[config.mk]
export PLATFORM = sky130hd
export DESIGN_NAME = ascmc_core
export DESIGN_NICKNAME = d
export VERILOG_FILES = /design/src/rtl/ascmc_pkg.sv /design/src/rtl/ascmc_core.sv
export SDC_FILE = /design/constraint.sdc
export NUM_CORES = 1
export LEC_CHECK = 0
export ABC_CLOCK_PERIOD_IN_PS = 2800
export BUFFER_PORTS_ARGS = -buffer_cell sky130_fd_sc_hd__clkbuf_2
export CAP_MARGIN = 20
export CORE_ASPECT_RATIO = 0.5
export CORE_MARGIN = 10
export CORE_UTILIZATION = 30
export CTS_CLUSTER_DIAMETER = 100
export DETAILED_ROUTE_END_ITERATION = 6
export GPL_TIMING_DRIVEN = 0
export SYNTH_ARGS = -nofsm -noshare
export SYNTH_HDL_FRONTEND = slang
export SYNTH_SLANG_ARGS = --single-unit
[constraint.sdc]
create_clock -name clock -period 2.8 [get_ports clock]
set_clock_uncertainty 0.15 [all_clocks]
set_input_delay 0.42 -clock clock [delete_from_list [all_inputs] [get_ports clock]]
set_output_delay 0.42 -clock clock [all_outputs]
set_load 0.01 [all_outputs]
[src/rtl/ascmc_pkg.sv]
package ascmc_pkg;

  // ---------------------------------------------------------------
  // register map and reset values
  // ---------------------------------------------------------------
  localparam logic [15:0] MODE_ADDR = 16'hff50;
  localparam logic [15:0] TXBUF_ADDR = 16'hff51;
  localparam logic [15:0] RXBUF_ADDR = 16'hff52;
  localparam logic [7:0] MODE_RESET = 8'h01;
  localparam logic [7:0] RXBUF_RESET = 8'hff;
  localparam logic [7:0] TXBUF_RESET = 8'hff;

  // ---------------------------------------------------------------
  // parity encodings and timing counts
  // ---------------------------------------------------------------
  localparam logic [1:0] PAR_NONE = 2'h0;
  localparam logic [1:0] PAR_ZERO = 2'h1;
  localparam logic [1:0] PAR_ODD = 2'h2;
  localparam logic [1:0] PAR_EVEN = 2'h3;
  localparam logic [1:0] POWER_WAIT = 2'h2;
  localparam logic [3:0] BITS_LONG = 4'h8;
  localparam logic [3:0] BITS_SHORT = 4'h7;

  // ---------------------------------------------------------------
  // mode register layout, bit 7 down to bit 0
  // ---------------------------------------------------------------
  typedef struct packed {
    logic power;
    logic tx_en;
    logic rx_en;
    logic [1:0] parity;
    logic char8;
    logic stop2;
    logic err_route;
  } ascmc_mode_s;

  typedef enum logic [2:0] {
    TX_IDLE, TX_START, TX_DATA, TX_PAR, TX_STOP
  } ascmc_tx_e;

  typedef enum logic [2:0] {
    RX_IDLE, RX_START, RX_DATA, RX_PAR, RX_STOP
  } ascmc_rx_e;

endpackage

[src/rtl/ascmc_core.sv]
`timescale 1ns/1ps
module ascmc_core (
  input wire logic clock,
  input wire logic arst_n,
  input wire logic [15:0] bus_addr,
  input wire logic [7:0] bus_wdata,
  input wire logic [7:0] bus_wmask,
  input wire logic bus_we,
  input wire logic bus_re,
  output logic [7:0] bus_rdata,
  input wire logic base_tick,
  input wire logic [7:0] baud_divisor,
  input wire logic msb_first,
  input wire logic error_status_read,
  input wire logic receive_pin,
  output logic transmit_pin,
  output logic transmit_buffer_full_flag,
  output logic transmit_busy,
  output logic overrun_error_flag,
  output logic parity_error_flag,
  output logic framing_error_flag,
  output logic transmit_complete_interrupt,
  output logic receive_complete_interrupt,
  output logic receive_error_interrupt
);

  // ---------------------------------------------------------------
  // register decode
  // ---------------------------------------------------------------
  logic [7:0] serial_operation_mode;
  logic [7:0] transmit_buffer;
  logic [7:0] receive_buffer;
  ascmc_pkg::ascmc_mode_s mode;
  wire sel_mode = bus_addr == ascmc_pkg::MODE_ADDR;
  wire sel_tx = bus_addr == ascmc_pkg::TXBUF_ADDR;
  wire sel_rx = bus_addr == ascmc_pkg::RXBUF_ADDR;
  wire wr_mode = bus_we && sel_mode;
  wire wr_tx = bus_we && sel_tx;
  wire rd_rx = bus_re && sel_rx;
  wire [7:0] next_mode = (serial_operation_mode & ~bus_wmask) |
                         (bus_wdata & bus_wmask);
  wire [7:0] next_txbuf = (transmit_buffer & ~bus_wmask) |
                          (bus_wdata & bus_wmask);
  wire [7:0] rd_mux = sel_mode ? serial_operation_mode :
                      sel_tx ? transmit_buffer :
                      sel_rx ? receive_buffer : 8'h00;
  assign mode = serial_operation_mode;
  wire power = mode.power;
  wire tx_on = power && mode.tx_en;
  wire rx_on = power && mode.rx_en;
  // receive input forced high while powered down
  wire rxd = power ? receive_pin : 1'b1;
  wire [3:0] nbits = mode.char8 ? ascmc_pkg::BITS_LONG :
                     ascmc_pkg::BITS_SHORT;
  wire par_on = mode.parity != ascmc_pkg::PAR_NONE;

  // mode register, maskable write gives bit or byte access
  always_ff @(posedge clock or negedge arst_n) begin
    if (!arst_n) begin
      serial_operation_mode <= ascmc_pkg::MODE_RESET;
    end else if (wr_mode) begin
      serial_operation_mode <= next_mode;
    end
  end

  // read data registered, unmapped addresses read zero
  always_ff @(posedge clock or negedge arst_n) begin
    if (!arst_n) begin
      bus_rdata <= 8'h00;
    end else if (bus_re) begin
      bus_rdata <= rd_mux;
    end
  end

  // ---------------------------------------------------------------
  // power-up delay for the baud counters
  // ---------------------------------------------------------------
  logic [1:0] pwr_cnt;
  wire baud_ok = pwr_cnt == ascmc_pkg::POWER_WAIT;

  // counters run only from the third base clock after power-up
  always_ff @(posedge clock or negedge arst_n) begin
    if (!arst_n) begin
      pwr_cnt <= 2'h0;
    end else if (!power) begin
      pwr_cnt <= 2'h0;
    end else if (base_tick && !baud_ok) begin
      pwr_cnt <= pwr_cnt + 2'h1;
    end
  end

  // ---------------------------------------------------------------
  // transmitter
  // ---------------------------------------------------------------
  ascmc_pkg::ascmc_tx_e tx_state;
  logic [7:0] tx_cnt;
  logic [7:0] transmit_shift_register;
  logic [3:0] tx_bits;
  logic tx_par;
  logic tx_stop_left;
  logic tx_full;
  wire tx_step = base_tick && baud_ok;
  wire tx_bit_end = tx_step && tx_cnt == 8'h00;
  wire tx_out_bit = msb_first ? transmit_shift_register[7] :
                    transmit_shift_register[0];
  wire [7:0] tx_shifted = msb_first ? {transmit_shift_register[6:0], 1'b0} :
                          {1'b0, transmit_shift_register[7:1]};
  wire tx_par_bit = mode.parity == ascmc_pkg::PAR_ODD ? ~tx_par :
                    mode.parity == ascmc_pkg::PAR_EVEN ? tx_par :
                    1'b0;
  wire tx_last_stop = tx_state == ascmc_pkg::TX_STOP && tx_bit_end &&
                      !tx_stop_left;
  wire tx_first_load = tx_state == ascmc_pkg::TX_IDLE && tx_full && tx_step;
  wire tx_chain_load = tx_last_stop && tx_full;
  wire tx_load = tx_first_load || tx_chain_load;
  wire [7:0] bit_reload = baud_divisor - 8'h01;

  // transmit buffer contents, readable back
  always_ff @(posedge clock or negedge arst_n) begin
    if (!arst_n) begin
      transmit_buffer <= ascmc_pkg::TXBUF_RESET;
    end else if (wr_tx) begin
      transmit_buffer <= next_txbuf;
    end
  end

  // buffer-full flag; a write in the load cycle keeps the flag set
  always_ff @(posedge clock or negedge arst_n) begin
    if (!arst_n) begin
      tx_full <= 1'b0;
    end else if (!tx_on) begin
      tx_full <= 1'b0;
    end else if (wr_tx) begin
      tx_full <= 1'b1;
    end else if (tx_load) begin
      tx_full <= 1'b0;
    end
  end

  // frame sequencer; the pin changes on a base clock tick, except that disabling drives it high at once
  always_ff @(posedge clock or negedge arst_n) begin
    if (!arst_n) begin
      tx_state <= ascmc_pkg::TX_IDLE;
      tx_cnt <= 8'h00;
      transmit_shift_register <= 8'hff;
      tx_bits <= 4'h0;
      tx_par <= 1'b0;
      tx_stop_left <= 1'b0;
      transmit_pin <= 1'b1;
    end else if (!tx_on) begin
      tx_state <= ascmc_pkg::TX_IDLE;
      tx_cnt <= 8'h00;
      tx_bits <= 4'h0;
      tx_par <= 1'b0;
      tx_stop_left <= 1'b0;
      transmit_pin <= 1'b1;
    end else if (tx_load) begin
      tx_state <= ascmc_pkg::TX_START;
      transmit_shift_register <= transmit_buffer;
      tx_cnt <= bit_reload;
      tx_bits <= 4'h0;
      tx_par <= 1'b0;
      transmit_pin <= 1'b0;
    end else if (tx_step) begin
      tx_cnt <= tx_bit_end ? bit_reload : tx_cnt - 8'h01;
      if (tx_bit_end) begin
        unique case (tx_state)
          ascmc_pkg::TX_IDLE: begin
            transmit_pin <= 1'b1;
          end
          ascmc_pkg::TX_START, ascmc_pkg::TX_DATA: begin
            if (tx_bits == nbits) begin
              tx_state <= par_on ? ascmc_pkg::TX_PAR :
                          ascmc_pkg::TX_STOP;
              transmit_pin <= par_on ? tx_par_bit : 1'b1;
              tx_stop_left <= mode.stop2;
            end else begin
              tx_state <= ascmc_pkg::TX_DATA;
              transmit_pin <= tx_out_bit;
              tx_par <= tx_par ^ tx_out_bit;
              transmit_shift_register <= tx_shifted;
              tx_bits <= tx_bits + 4'h1;
            end
          end
          ascmc_pkg::TX_PAR: begin
            tx_state <= ascmc_pkg::TX_STOP;
            transmit_pin <= 1'b1;
          end
          ascmc_pkg::TX_STOP: begin
            if (tx_stop_left) begin
              tx_stop_left <= 1'b0;
            end else begin
              tx_state <= ascmc_pkg::TX_IDLE;
            end
          end
        endcase
      end
    end
  end

  // done pulse issued as the last stop bit ends, in the same cycle as any chained load
  always_ff @(posedge clock or negedge arst_n) begin
    if (!arst_n) begin
      transmit_complete_interrupt <= 1'b0;
      transmit_busy <= 1'b0;
      transmit_buffer_full_flag <= 1'b0;
    end else begin
      transmit_complete_interrupt <= tx_on && tx_last_stop;
      transmit_busy <= tx_on && (tx_state != ascmc_pkg::TX_IDLE ||
                                 tx_load);
      transmit_buffer_full_flag <= tx_on && (wr_tx ||
                                             (tx_full && !tx_load));
    end
  end

  // ---------------------------------------------------------------
  // receiver
  // ---------------------------------------------------------------
  ascmc_pkg::ascmc_rx_e rx_state;
  logic [7:0] rx_cnt;
  logic [7:0] receive_shift_register;
  logic [3:0] rx_bits;
  logic rx_par;
  logic rx_unread;
  wire rx_step = base_tick && baud_ok;
  wire rx_sample = rx_step && rx_cnt == 8'h00;
  wire [7:0] rx_shifted = msb_first ? {receive_shift_register[6:0], rxd} :
                          {rxd, receive_shift_register[7:1]};
  // a 7-bit character sits one place off in the shifter
  wire [7:0] rx_word = mode.char8 ? receive_shift_register :
                       msb_first ? {receive_shift_register[6:0], 1'b0} :
                       {1'b0, receive_shift_register[7:1]};
  wire rx_par_bad = (mode.parity == ascmc_pkg::PAR_ODD && !(rx_par ^ rxd)) ||
                    (mode.parity == ascmc_pkg::PAR_EVEN && (rx_par ^ rxd));
  wire rx_done = rx_state == ascmc_pkg::RX_STOP && rx_sample;
  wire frm_err = !rxd;
  wire ovr_err = rx_unread;
  logic rx_perr;
  wire any_err = frm_err || ovr_err || rx_perr;

  // only the first stop bit is ever sampled
  always_ff @(posedge clock or negedge arst_n) begin
    if (!arst_n) begin
      rx_state <= ascmc_pkg::RX_IDLE;
      rx_cnt <= 8'h00;
      receive_shift_register <= 8'hff;
      rx_bits <= 4'h0;
      rx_par <= 1'b0;
      rx_perr <= 1'b0;
    end else if (!rx_on) begin
      rx_state <= ascmc_pkg::RX_IDLE;
      rx_cnt <= 8'h00;
      rx_bits <= 4'h0;
      rx_par <= 1'b0;
      rx_perr <= 1'b0;
    end else if (rx_step) begin
      rx_cnt <= rx_sample ? bit_reload : rx_cnt - 8'h01;
      unique case (rx_state)
        ascmc_pkg::RX_IDLE: begin
          // a level already low at enable counts as a start bit
          if (!rxd) begin
            rx_state <= ascmc_pkg::RX_START;
            // one less than half a bit, so the confirm lands mid start bit
            rx_cnt <= {1'b0, baud_divisor[7:1]} - 8'h01;
            rx_bits <= 4'h0;
            rx_par <= 1'b0;
            rx_perr <= 1'b0;
          end
        end
        ascmc_pkg::RX_START: begin
          if (rx_sample) begin
            rx_state <= rxd ? ascmc_pkg::RX_IDLE :
                        ascmc_pkg::RX_DATA;
          end
        end
        ascmc_pkg::RX_DATA: begin
          if (rx_sample) begin
            receive_shift_register <= rx_shifted;
            rx_par <= rx_par ^ rxd;
            rx_bits <= rx_bits + 4'h1;
            if (rx_bits + 4'h1 == nbits) begin
              rx_state <= par_on ? ascmc_pkg::RX_PAR :
                          ascmc_pkg::RX_STOP;
            end
          end
        end
        ascmc_pkg::RX_PAR: begin
          if (rx_sample) begin
            rx_perr <= rx_par_bad;
            rx_state <= ascmc_pkg::RX_STOP;
          end
        end
        ascmc_pkg::RX_STOP: begin
          if (rx_sample) begin
            rx_state <= ascmc_pkg::RX_IDLE;
          end
        end
      endcase
    end
  end

  // buffer cleared by power-down, never written by software
  always_ff @(posedge clock or negedge arst_n) begin
    if (!arst_n) begin
      receive_buffer <= ascmc_pkg::RXBUF_RESET;
    end else if (!power) begin
      receive_buffer <= ascmc_pkg::RXBUF_RESET;
    end else if (rx_on && rx_done && !ovr_err) begin
      receive_buffer <= rx_word;
    end
  end

  // unread marker; a new character wins over a same-cycle read
  always_ff @(posedge clock or negedge arst_n) begin
    if (!arst_n) begin
      rx_unread <= 1'b0;
    end else if (!rx_on) begin
      rx_unread <= 1'b0;
    end else if (rx_done && !ovr_err) begin
      rx_unread <= 1'b1;
    end else if (rd_rx) begin
      rx_unread <= 1'b0;
    end
  end

  // error flags sticky until read; a new error beats the clear
  always_ff @(posedge clock or negedge arst_n) begin
    if (!arst_n) begin
      overrun_error_flag <= 1'b0;
      parity_error_flag <= 1'b0;
      framing_error_flag <= 1'b0;
    end else if (!rx_on) begin
      overrun_error_flag <= 1'b0;
      parity_error_flag <= 1'b0;
      framing_error_flag <= 1'b0;
    end else if (rx_done) begin
      overrun_error_flag <= ovr_err || (overrun_error_flag &&
                                        !error_status_read);
      parity_error_flag <= rx_perr || (parity_error_flag &&
                                       !error_status_read);
      framing_error_flag <= frm_err || (framing_error_flag &&
                                        !error_status_read);
    end else if (error_status_read) begin
      overrun_error_flag <= 1'b0;
      parity_error_flag <= 1'b0;
      framing_error_flag <= 1'b0;
    end
  end

  // error routed to exactly one of the two receive interrupts
  always_ff @(posedge clock or negedge arst_n) begin
    if (!arst_n) begin
      receive_complete_interrupt <= 1'b0;
      receive_error_interrupt <= 1'b0;
    end else begin
      receive_complete_interrupt <= rx_on && rx_done &&
                                    (!any_err || mode.err_route);
      receive_error_interrupt <= rx_on && rx_done && any_err &&
                                 !mode.err_route;
    end
  end

endmodule

After elaboration in Yosys (flattened, before gate mapping)
Cells that the tools add are included.

Reductions and logical operators: 69. Eq/ne operators: 43. Bitwise gates (word level): 9. Add/subtract/negate cells: 7. Multiplexer cells: 100.

Operator list (count): $mux W8 (23); $eq A16 B16 Y1 const B (3); $mux W3 (15); $mux W4 (11); $mux W1 (41); $logic_and A1 B1 Y1 (30); $and A8 B8 Y8 (3); $ne A3 B3 Y1 const B (8); $sub A8 B1 Y8 const B (3); $reduce_and A4 Y1 (5); $ne A3 B1 Y1 const B (6); $logic_not A8 Y1 (2); $or A8 B8 Y8 (2); $pmux W3 S5 (1); $eq A3 B2 Y1 const B (4); $logic_or A1 B1 Y1 (10); $ne A2 B1 Y1 const B (5); $reduce_and A5 Y1 (2); $logic_not A1 Y1 (9); $ne A3 B2 Y1 const B (3); $pmux W3 S3 (1); $add A4 B1 Y4 const B (2); $eq A4 B4 Y1 (2); $not A8 Y8 (1); 20 further kinds (36).

Flip-flop bits (word level): 95. Output and inout bits: 17. Logic and storage cells: 256. Bits of input ports: 48.

Depth between registers and ports, before layout
Gate-level depths: netlist (run 1).

Depth after elaboration: 11. Mapped depth: 9. Gate-level depth less buffers: 7.

Least setup slack after synthesis (run 1)
Ideal clock, no wire load.

Path type: register to register. Start: register rx_cnt[4]. End: register rx_par. Required time: 2586 ps. Path buffers: 3. Path slack: 419 ps. Library setup time: 64 ps. Arrival: 2167 ps. Stages on the path, launching flop included: 9. Path through: dfrtp_1 -> or4_1 -> buf_2 -> or3_1 -> buf_2 -> or3_4 -> buf_6 -> a21oi_2 -> a21o_1.

Longest elaborated chain between the ends: 4.

Ends and longest elaborated chain: from (decl) (line ascmc_core.sv:220) `logic [7:0] rx_cnt;`; from (signal assigned) (line ascmc_core.sv:257) `rx_cnt <= rx_sample ? bit_reload : rx_cnt - 8'h01;`; from (signal assigned) (line ascmc_core.sv:264) `rx_cnt <= {1'b0, baud_divisor[7:1]} - 8'h01;`; $logic_not A8 Y1 (line ascmc_core.sv:226) `wire rx_sample = rx_step && rx_cnt == 8'h00;`; $logic_and A1 B1 Y1 (line ascmc_core.sv:226); $ne A3 B3 Y1 (no source line); $reduce_and A4 Y1 (no source line); to (signal assigned) (line ascmc_core.sv:279) `rx_par <= rx_par ^ rxd;`; to (decl) (line ascmc_core.sv:223) `logic rx_par;`.

No other way between the ends. A chain may end at the register's enable or synchronous reset.

Final worst setup path (run 1)
Start: register pwr_cnt[0]. End: register tx_state[2].

Longest elaborated chain between the ends: 9.

Ends and longest elaborated chain: from (decl) (line ascmc_core.sv:78) `logic [1:0] pwr_cnt;`; from (signal assigned) (line ascmc_core.sv:88) `pwr_cnt <= pwr_cnt + 2'h1;`; $eq A2 B2 Y1 * (line ascmc_core.sv:79) `wire baud_ok = pwr_cnt == ascmc_pkg::POWER_WAIT;`; $logic_and A1 B1 Y1 * (line ascmc_core.sv:102) `wire tx_step = base_tick && baud_ok;`; $logic_and A1 B1 Y1 (line ascmc_core.sv:103) `wire tx_bit_end = tx_step && tx_cnt == 8'h00;`; $logic_and A1 B1 Y1 (2 in series) (line ascmc_core.sv:111) `wire tx_last_stop = tx_state == ascmc_pkg::TX_STOP && tx_bit_end &&`; $logic_and A1 B1 Y1 (line ascmc_core.sv:114) `wire tx_chain_load = tx_last_stop && tx_full;`; $logic_or A1 B1 Y1 (line ascmc_core.sv:115) `wire tx_load = tx_first_load || tx_chain_load;`; $ne A5 B1 Y1 (no source line) (tied with other cells); $reduce_and A4 Y1 (no source line) / $mux W3 (equally long branches); to (signal assigned) (line ascmc_core.sv:143) `tx_state <= ascmc_pkg::TX_IDLE;`; to (signal assigned) (line ascmc_core.sv:151) `tx_state <= ascmc_pkg::TX_IDLE;`; to (signal assigned) (line ascmc_core.sv:158) `tx_state <= ascmc_pkg::TX_START;`; to (decl) (line ascmc_core.sv:95) `ascmc_pkg::ascmc_tx_e tx_state;`.

Every way passes the cells marked *; elsewhere a longest branch is shown, timed or not.

==> reports/qor.yml, run 1 <==
cts_tree: "yes"
syn-cell-area_um2: 5604
place_congestion: 0.8326
status: "finished, final reports clean"
final_util_pct: 35.90
timing.reg2reg.setup_slack_ps: 170
synth_nets: 677
worstPathMaxFanout: 10
grt_pass1_wl_um: 25380
dp_hpwl_um: 11800
final_cell_mix: "94 x nand2_1, 62 x clkbuf_2, 61 x dfrtp_1"
synth_largest_area_cell: "dfrtp_1"
cts.sinks: 95
cts_setup_buffers: 0
timing.fmax_mhz: 380.0
drtIter0Drc: 339
fin_nets: 751
crit_required_ps: 2920
crit_family: "buffers and inverters"
synth_warnings: 0
antenna_cells: 0
core_um2: 18350
rr_startpoint: "pwr_cnt[0]$_DFFE_PN0P_"
design_area_um2: 6588
crit_slowest_cell: "a41oi_2"
tightest_slew_ps: 628.7
final_antenna_net_count: 0
clk_latency_ps: 350
cts_htree_levels: 3
drive_gt1_share_pct: 21.49
synth_cell_types: 65
max_stage_delay_ps: 430
period_minus_slack_ps: 2632
report.final.slew_viol_count: 0
r2r-end: "tx_state[2]$_DFFE_PN0P_"
hold_viol: 0
async_flop_share_pct: 100.0
hold_depth: 2
synthFlopType: "dfrtp_1"
cts_root_buffer: "clkbuf_16"
finalCritPeriodShare_pct: 93.99
synth.top_cell.area_share_pct: 27.24
numPortBuffers: 62
antenna_found_initial: 0
worst-path-buf-inv: 3
area_growth_pct: 17.55
synth_edf_count: 0
grt_max_degree: 55
worstPathCellList: "inv_1, ha_1, and2_1, and3_1, clkbuf_1, a41oi_2, clkbuf_2, nand2_1, a21oi_1"
instances_no_fill: 938
clk_pin_slew_ps: 70
slew_headroom_pct: 58.09
crit_path_start_kind: "register"
fp.dieH_um: 116.6
hold_path.class: "input pin to register"
setup_ws_ps: 168.3
placed_area_um2: 6245
grt_pass1_vias: 4812
dr.pass1.iters: 5
die_w_um: 213.3
grt_use_total_pct: 12.72
grt_overflow: 0
setup_viol: 0
synth_cells: 619
p_leak_nw: 2.867
peakVddDrop_uv: 294.9
wl_um: 15520
synth_area_leaders: "dfrtp_1 27%, dfstp_2 16%, nand2_1 6.3%"
viasPerCell: 5.258
cts_made_buffers: 9
p_total_mw: 2.816
initial_utilization_pct: 30.54
syn_avg_cell_area_um2: 9.054
drc: 0
rows: 35
hold_start: "bus_wdata[6]"
final_common_cell: "nand2_1"
rr_worst_depth: 9
critPathKind: "register to register"
io_pins: 65
cp.arrival_ps: 2760
wl_per_cell_um: 16.54
place_ws_ps: -275.4
ys_ff_latch: 95
clockBufferDepth: 2
p_per_area_nw_per_um2: 427.5
dp_cells: 922
cap_violations: 0
ys_seq_area_share_pct: 43.18
endpoint_kind: "register"
vias: 4932
die_area_um2: 24880
## worst register-to-register path: stages (launching register included)
cell and delay (ps):
dfrtp_1 370, inv_1 50, ha_1 220, and2_1 210, and3_1 180, clkbuf_1 210
a41oi_2 430, clkbuf_2 350, nand2_1 220, a21oi_1 170
## power by group
group | internal, mW | total (mW) | switching, mW
Clock | 0.732 | 1.31 | 0.576
Sequential | 1.37 | 1.37 | 0.0000607
Combinational | 0.0507 | 0.134 | 0.0834
## synth_stat cells, types with 8 or more instances
master     number
o21ai_1        11
o31ai_1        11
dfrtp_1        61
xor2_1         11
xnor2_1        12
nand3_1        23
a21oi_1        26
clkbuf_1       30
mux2_2         23
mux2i_1        15
a22oi_1        11
o21ai_0        26
dfstp_2        34
and3_1          9
ha_1           10
a2bb2oi_1      11
nor2_1         40
nor3_1         11
inv_1          18
a31oi_1         9
o22ai_1        12
nand2b_1       13
nand2_1        94
o2111ai_1       8
## how the worst max path moves through the flow
stage | cells past startpoint | from | slack, ps | end
6_report | 9 | pwr_cnt[0]$_DFFE_PN0P_ | 170 | tx_state[2]$_DFFE_PN0P_
5_1_grt | 8 | rx_cnt[0]$_DFFE_PN0N_ | -20 | rx_cnt[3]$_DFFE_PN0N_
4_1_cts | 7 | rx_cnt[4]$_DFFE_PN0N_ | 20 | rx_cnt[3]$_DFFE_PN0N_
3_5_place_dp | 9 | tx_cnt[0]$_DFFE_PN0P_ | -280 | tx_state[2]$_DFFE_PN0P_
3_3_place_gp | 9 | tx_cnt[0]$_DFFE_PN0P_ | -240 | tx_state[2]$_DFFE_PN0P_
2_1_floorplan | 8 | rx_cnt[4]$_DFFE_PN0N_ | 420 | rx_par$_DFFE_PN0P_
## metrics by stage
| step | TNS, ps | hold slack, ps |
|---|---|---|
| 2_1_floorplan | 0 | -25.59 |
| 3_3_place_gp | -6947 | 312.4 |
| 3_5_place_dp | -2743 | 315.8 |
| 4_1_cts | 0 | 154.0 |
| 5_1_grt | -35.73 | 152.7 |
| 6_report | 0 | 161.7 |
## cells by family after synthesis
kind of cell | count (synthesis) | share of synthesized area, %
AOI/OAI and AO/OA | 157 | 18.58
adders and majority gates | 10 | 2.233
muxes | 38 | 7.301
buffers and inverters | 57 | 4.041
DFF | 95 | 43.18
and+or+nand+nor | 239 | 21.08
xor gates and xnor gates | 23 | 3.594
## layer usage
metal | global-route usage (%) | vias to the layer above | part of all wire (%)
met5 | 0 | - | 0
met4 | 3.426 | 0 | 1.4
met3 | 3.536 | 17 | 5.8
met2 | 20.24 | 107 | 45
met1 | 16.65 | 2416 | 47
li1 | - | 2392 | -
## timing repair
| action | 4_1_cts | 5_1_grt |
|---|---|---|
| hold buffers | 1 | 0 |
| endpoints found under the setup margin | 18 | 33 |
| resized for setup | 2 | 2 |
| cloned | 0 | 0 |
| endpoints found under the hold margin | 37 | 0 |
## final cells by class
type,count,area [um2]
Inverter,19,71.32
Fill cell,1857,11760
Timing Repair Buffer,64,350.3
Clock buffer,10,239.0
Multi-Input combinational cell,467,2979
Clock inverter,6,75.07
Sequential cell,95,2420
Buffer,37,152.6
Tap cell,240,300.3
(Power assumes the default switching activity.)
==> run 2, diff against run 1 <==
--- a/config.mk
+++ b/config.mk
@@ -5,11 +5,11 @@
 export SDC_FILE = /design/constraint.sdc
 export NUM_CORES = 1
 export LEC_CHECK = 0
-export ABC_CLOCK_PERIOD_IN_PS = 2800
+export ABC_CLOCK_PERIOD_IN_PS = 3100
 export BUFFER_PORTS_ARGS = -buffer_cell sky130_fd_sc_hd__clkbuf_2
 export CAP_MARGIN = 20
 export CORE_ASPECT_RATIO = 0.5
-export CORE_MARGIN = 10
+export CORE_MARGIN = 4
 export CORE_UTILIZATION = 30
 export CTS_CLUSTER_DIAMETER = 100
 export DETAILED_ROUTE_END_ITERATION = 6
==> constraint.sdc (replaced) <==
create_clock -name clock -period 3.1 [get_ports clock]
set_clock_uncertainty 0.15 [all_clocks]
set_input_delay 0 -clock clock [delete_from_list [all_inputs] [get_ports clock]]
set_output_delay 0 -clock clock [all_outputs]
set_load 0.01 [all_outputs]
==> run 2 against run 1 <==
Against the previous run:
- total power fell by 11%
- die area fell by 15%
- final area rose by 4.7%
- first-iteration DRC count fell by 1.2%
- worst setup slack improved by 140 ps
- hold slack got worse by 140 ps
- cell count rose by 3.5%
- count of clock-buffer cells in the layout rose by 2
- core utilization rose by 1.7 points
- largest cell class unchanged
==> reports/qor.yml, run 2 (synthesis results as in run 1) <==
cts_root_buffer: "clkbuf_16"  # unchanged
busiest_layer: "met2"  # unchanged
io_pins: 65  # unchanged
drtIter0Drc: 335  # was 339
crit_path_start_kind: "register"  # unchanged
die_area_um2: 21060  # was 24880 um2
fin_nets: 784  # was 751
timing.hold.ws_ps: 21.85  # was 161.7 ps
grt_overflow: 0  # unchanged
fin_setup_tns_ps: 0  # unchanged
clk_latency_ps: 350  # about the same
p_leak_nw: 3.022  # was 2.867 nW
p_per_area_nw_per_um2: 364.6  # was 427.5 nW/um2
cts_tree: "yes"  # unchanged
fp.dieH_um: 104.6  # was 116.6 um
die_w_um: 201.3  # was 213.3 um
cts_setup_buffers: 0  # unchanged
dr.pass1.iters: 5  # unchanged
placed_area_um2: 6245  # unchanged
hold_viol: 0  # unchanged
core_um2: 18350  # unchanged
p_total_mw: 2.514  # was 2.816 mW
final_cell_mix: "94 x nand2_1, 62 x clkbuf_2, 61 x dfrtp_1"  # unchanged
rows: 35  # unchanged
grt_max_degree: 62  # was 55
status: "finished, final reports clean"  # unchanged
instances_no_fill: 971  # was 938
hold_depth: 6  # was 2
dp_cells: 922  # unchanged
met3_usage_pct: 2.822  # was 3.536%
peakVddDrop_uv: 243.0  # was 294.9 uV
rsz0062_at_grt: "false"
grt_use_met2_pct: 24.06  # was 20.24%
dp_hpwl_um: 11390  # was 11800 um
area_growth_pct: 23.02  # was 17.55%
rr_worst_depth: 7  # was 9
cts_htree_levels: 3  # unchanged
vias: 4999  # was 4932
slew_headroom_pct: 53.81  # was 58.09%
grt_use_total_pct: 14.73  # was 12.72%
rr_startpoint: "rx_cnt[4]$_DFFE_PN0N_"  # was pwr_cnt[0]$_DFFE_PN0P_
finalCritPeriodShare_pct: 90.04  # was 93.99%
wl_per_cell_um: 15.83  # was 16.54 um
wl_um: 15380  # was 15520 um
final_common_cell: "nand2_1"  # unchanged
cp.arrival_ps: 2930  # was 2760 ps
design_area_um2: 6894  # was 6588 um2
numPortBuffers: 62  # unchanged
antenna_found_initial: 0  # unchanged
worstPathMaxFanout: 8  # was 10
clk_pin_slew_ps: 70  # about the same
viasPerCell: 5.148  # was 5.258
clockBufferDepth: 2  # unchanged
hold_start: "baud_divisor[4]"  # was bus_wdata[6]
tightest_slew_ps: 687.5  # was 628.7 ps
period_minus_slack_ps: 2791  # was 2632 ps
cts.sinks: 95  # unchanged
final_antenna_net_count: 0  # unchanged
r2r-end: "receive_buffer[6]$_DFFE_PN1P_"  # was tx_state[2]$_DFFE_PN0P_
place_congestion: 0.8643  # was 0.8326
timing.fmax_mhz: 358.2  # was 380.0 MHz
grt_pass1_vias: 4986  # was 4812
num-fill-cells: 1860  # was 1857
crit_required_ps: 3240  # was 2920 ps
report.final.slew_viol_count: 0  # unchanged
critPathKind: "register to register"  # unchanged
endpoint_kind: "register"  # unchanged
hold_path.class: "input pin to register"  # unchanged
cap_violations: 0  # unchanged
timing.reg2reg.setup_slack_ps: 310  # was 170 ps
antenna_cells: 0  # unchanged
gr-usage-met1_pct: 20.49  # was 16.65%
hold_end: "rx_cnt[4]$_DFFE_PN0N_"
grt_pass1_wl_um: 25590  # was 25380 um
initial_utilization_pct: 30.54  # unchanged
drive_gt1_share_pct: 20.25  # was 21.49%
drc: 0  # unchanged
cts_made_buffers: 9  # unchanged
setup_viol: 0  # unchanged
[run 2: worst max-delay path by stage]
stage,end,from
6_report,receive_buffer[6]$_DFFE_PN1P_,rx_cnt[4]$_DFFE_PN0N_
5_1_grt,rx_state[0]$_DFFE_PN0P_,rx_cnt[0]$_DFFE_PN0N_
4_1_cts,tx_par$_DFFE_PN0P_,tx_cnt[0]$_DFFE_PN0P_
3_5_place_dp,tx_par$_DFFE_PN0P_,tx_cnt[0]$_DFFE_PN0P_
3_3_place_gp,tx_state[2]$_DFFE_PN0P_,tx_cnt[0]$_DFFE_PN0P_
2_1_floorplan,rx_par$_DFFE_PN0P_,rx_cnt[4]$_DFFE_PN0N_
[run 2: what timing repair did]
action,4_1_cts,5_1_grt
resized for setup,1,3
hold endpoints to repair,93,0
gates cloned,0,0
setup endpoints to repair,4,13
hold buffers,33,0
[run 2: worst max-delay path: stages (launching register included)]
cell and delay, ps:
dfrtp_1 430, or4_1 530, buf_2 180, nor3_1 540, and2_0 210, clkbuf_1 330
o2111ai_1 220, nand3_1 130
[run 2: report_power, final]
| part | total (mW) | internal [mW] | switching [mW] |
|---|---|---|---|
| Clock | 1.13 | 0.624 | 0.502 |
| Sequential | 1.24 | 1.24 | 0.0000529 |
| Combinational | 0.146 | 0.0654 | 0.0806 |
| Total | 2.51 | 1.93 | 0.583 |
[run 2: cell type report]
cell class | count | area (um2) | share of cell area [%]
multi-input cells | 467 | 2974 | 43.14
repair buffers | 96 | 670.6 | 9.728
well taps | 240 | 300.3 | 4.356
flip-flops and latches | 95 | 2420 | 35.10
clock inverters | 4 | 33.78 | 0.4900
plain buffers | 38 | 156.4 | 2.269
inverters | 19 | 71.32 | 1.034
clock buffers | 12 | 267.8 | 3.884
[run 2: per-layer routing]
metal | part of all wire, % | vias to the layer above
met5 | 0 | -
met4 | 0.94 | 0
met3 | 4.3 | 10
met2 | 45 | 106
met1 | 50 | 2428
li1 | - | 2455
[run 2: metrics by stage]
stage | util, % | setup slack [ps]
2_1_floorplan | - | 718.9
3_3_place_gp | 33.87 | 30.47
3_5_place_dp | 34.03 | 5.635
4_1_cts | 37.52 | 188.8
5_1_grt | 37.57 | 42.34
6_report | 37.57 | 308.6
==> run 3, diff against run 2 <==
--- a/config.mk
+++ b/config.mk
@@ -5,11 +5,11 @@
 export SDC_FILE = /design/constraint.sdc
 export NUM_CORES = 1
 export LEC_CHECK = 0
-export ABC_CLOCK_PERIOD_IN_PS = 3100
+export ABC_CLOCK_PERIOD_IN_PS = 3200
 export BUFFER_PORTS_ARGS = -buffer_cell sky130_fd_sc_hd__clkbuf_2
 export CAP_MARGIN = 20
 export CORE_ASPECT_RATIO = 0.5
-export CORE_MARGIN = 4
+export CORE_MARGIN = 1
 export CORE_UTILIZATION = 30
 export CTS_CLUSTER_DIAMETER = 100
 export DETAILED_ROUTE_END_ITERATION = 6
==> constraint.sdc (replaced) <==
create_clock -name clock -period 3.2 [get_ports clock]
set_clock_uncertainty 0.15 [all_clocks]
set_input_delay 0 -clock clock [delete_from_list [all_inputs] [get_ports clock]]
set_output_delay 0 -clock clock [all_outputs]
set_load 0.01 [all_outputs]
==> run 3 against run 2 <==
Against the previous run:
- final area decreased by 0.42%
- hold slack gained 18 ps
- via count up 1.4%
- critical endpoint is now tx_state[2]$_DFFE_PN0P_
- combinational power about the same
- register-to-register slack improved by 40 ps
==> reports/qor.yml, run 3 (synthesis results as in run 1) <==
final_antenna_net_count: 0  # unchanged
status: "finished, final reports clean"  # unchanged
grt_overflow: 0  # unchanged
tightest_slew_ps: 705.9  # was 687.5 ps
endpoint_kind: "register"  # unchanged
place_congestion: 0.8510  # was 0.8643
initial_utilization_pct: 31.44  # was 30.54%
clk_pin_slew_ps: 70  # about the same
setup_viol: 0  # unchanged
rsz0062_at_grt: "false"  # unchanged
cp_common_cell: "clkbuf_1"
report.final.slew_viol_count: 0  # unchanged
slew_headroom_pct: 52.58  # was 53.81%
cts_made_buffers: 9  # unchanged
intPower_mw: 1.804  # was 1.931 mW
switchingPower_mw: 0.5767  # was 0.5826 mW
core_um2: 17820  # was 18350 um2
dp_hpwl_um: 11240  # was 11390 um
hold_viol: 0  # unchanged
antenna_found_initial: 0  # unchanged
grt_pass1_vias: 4946  # was 4986
vias: 5071  # was 4999
worstPathCellList: "inv_1, ha_1, nor4b_4, and2_1, clkbuf_1, a41oi_2, clkbuf_1, nand2_1, a21oi_1"  # was or4_1, buf_2, nor3_1, and2_0, clkbuf_1, o2111ai_1, nand3_1
final_cell_mix: "94 x nand2_1, 61 x dfrtp_1, 61 x clkbuf_2"  # was 94 x nand2_1, 62 x clkbuf_2, 61 x dfrtp_1
combPwrFrac_pct: 6.0  # was 5.8%
crit_slowest_cell: "clkbuf_1"  # was nor3_1
timing.hold.ws_ps: 39.93  # was 21.85 ps
swShare_pct: 24.22  # was 23.18%
crit_required_ps: 3320  # was 3240 ps
peakVddDrop_uv: 233.6  # was 243.0 uV
fin_nets: 784  # unchanged
die_area_um2: 19260  # was 21060 um2
worst-path-buf-inv: 3  # was 2
timing.fmax_mhz: 350.8  # was 358.2 MHz
crit_path_start_kind: "register"  # unchanged
p_per_area_nw_per_um2: 346.8  # was 364.6 nW/um2
cts_tree: "yes"  # unchanged
period_minus_slack_ps: 2850  # was 2791 ps
fp.dieH_um: 98.65  # was 104.6 um
cp.arrival_ps: 2970  # was 2930 ps
wl_per_cell_um: 15.87  # was 15.83 um
cts_htree_levels: 3  # unchanged
wl_um: 15310  # was 15380 um
rows: 34  # was 35
max_stage_delay_ps: 510  # was 540 ps
viasPerCell: 5.255  # was 5.148
final_common_cell: "nand2_1"  # unchanged
cts_root_buffer: "clkbuf_16"  # unchanged
crit_family: "buffers and inverters"  # was simple AND/OR/NAND/NOR gates
fin_setup_tns_ps: 0  # unchanged
worstPathMaxFanout: 10  # was 8
die_w_um: 195.3  # was 201.3 um
io_pins: 65  # unchanged
clock_power_share_pct: 43.5  # was 44.8%
area_growth_pct: 22.50  # was 23.02%
drc: 0  # unchanged
numPortBuffers: 62  # unchanged
critPathKind: "register to register"  # unchanged
hold_path.class: "input pin to asynchronous set/reset pin"  # was input pin to register
drive_gt1_share_pct: 20.25  # unchanged
finalCritPeriodShare_pct: 89.07  # was 90.04%
dr.pass1.iters: 5  # unchanged
grt_pass1_wl_um: 25320  # was 25590 um
power.share.sequential_pct: 50.5  # was 49.4%
grt_max_degree: 62  # unchanged
clockBufferDepth: 2  # unchanged
p_leak_nw: 3.011  # was 3.022 nW
antenna_cells: 0  # unchanged
drtIter0Drc: 373  # was 335
grt_use_total_pct: 16.40  # was 14.73%
cap_violations: 0  # unchanged
cts.sinks: 95  # unchanged
clk_latency_ps: 350  # about the same
run 3: worst reg2reg max path, stage by stage, from the launching register on:
cell and delay [ps]:
dfrtp_1 420, inv_1 80, ha_1 220, nor4b_4 150, and2_1 140, clkbuf_1 200, a41oi_2 450, clkbuf_1 510
nand2_1 290, a21oi_1 170
run 3: power groups by stage:
| stage | Clock, mW | Combinational (mW) | Sequential (mW) |
|---|---|---|---|
| 3_3_place_gp | 0 | 0.114 | 1.22 |
| 5_1_grt | 1.12 | 0.159 | 1.20 |
| 6_report | 1.04 | 0.143 | 1.20 |
| 4_1_cts | 1.07 | 0.145 | 1.20 |
| 2_1_floorplan | 0 | 0.0401 | 1.22 |
| 3_5_place_dp | 0 | 0.120 | 1.22 |
run 3: metal layers:
| layer | up-vias | wire length, um | global-route usage (%) |
|---|---|---|---|
| met5 | - | 0 | 0 |
| met4 | 0 | 184 | 4.300 |
| li1 | 2451 | - | - |
| met3 | 14 | 760 | 3.354 |
| met2 | 125 | 6867 | 25.85 |
| met1 | 2481 | 7499 | 22.93 |
run 3: metrics by stage:
stage	power (mW)	cells	utilization (%)	setup slack, ps	instance area (um2)
after CTS	2.414	965	38.42	90.80	6849
after detailed placement	1.344	916	34.99	126.4	6237
after global routing	2.479	965	38.52	82.65	6865
final	2.381	965	38.52	349.7	6865
after global placement	1.338	915	34.82	117.4	6207
after floorplan	1.264	619	-	818.9	5604
run 3: final timing paths:
path                                                               to                                  start  cells past startpoint  slack [ps]
max in group asynchronous                    transmit_pin$_DFFE_PN1P_                                 arst_n                      3        2140
worst max-delay path                          tx_state[2]$_DFFE_PN0P_                  tx_cnt[0]$_DFFE_PN0P_                      9         350
min in group clock                              rx_cnt[2]$_DFFE_PN0N_                        baud_divisor[3]                      4          40
worst min register to register  receive_shift_register[7]$_DFFE_PN1P_  receive_shift_register[7]$_DFFE_PN1P_                      2         330
worst min-delay path                         bus_rdata[3]$_DFFE_PN0P_                                 arst_n                      2          40
worst max register to register                tx_state[2]$_DFFE_PN0P_                  tx_cnt[0]$_DFFE_PN0P_                      9         350
run 3: layout make-up:
| class | instances | area (um2) |
|---|---|---|
| plain buffers | 38 | 155.1 |
| clock buffers | 9 | 225.2 |
| clock inverters | 7 | 56.30 |
| fillers | 1784 | 10960 |
| inverters | 19 | 71.32 |
| multi-input cells | 467 | 2974 |
| flip-flops and latches | 95 | 2420 |
| well taps | 234 | 292.8 |
| repair buffers | 96 | 670.6 |
run 3: timing repair:
item / CTS / global route
hold buffers: 33 / 0
gates resized for setup: 0 / 2
setup buffers: 0 / 0
hold endpoints to repair: 116 / 0
endpoints found under the setup margin: 0 / 16
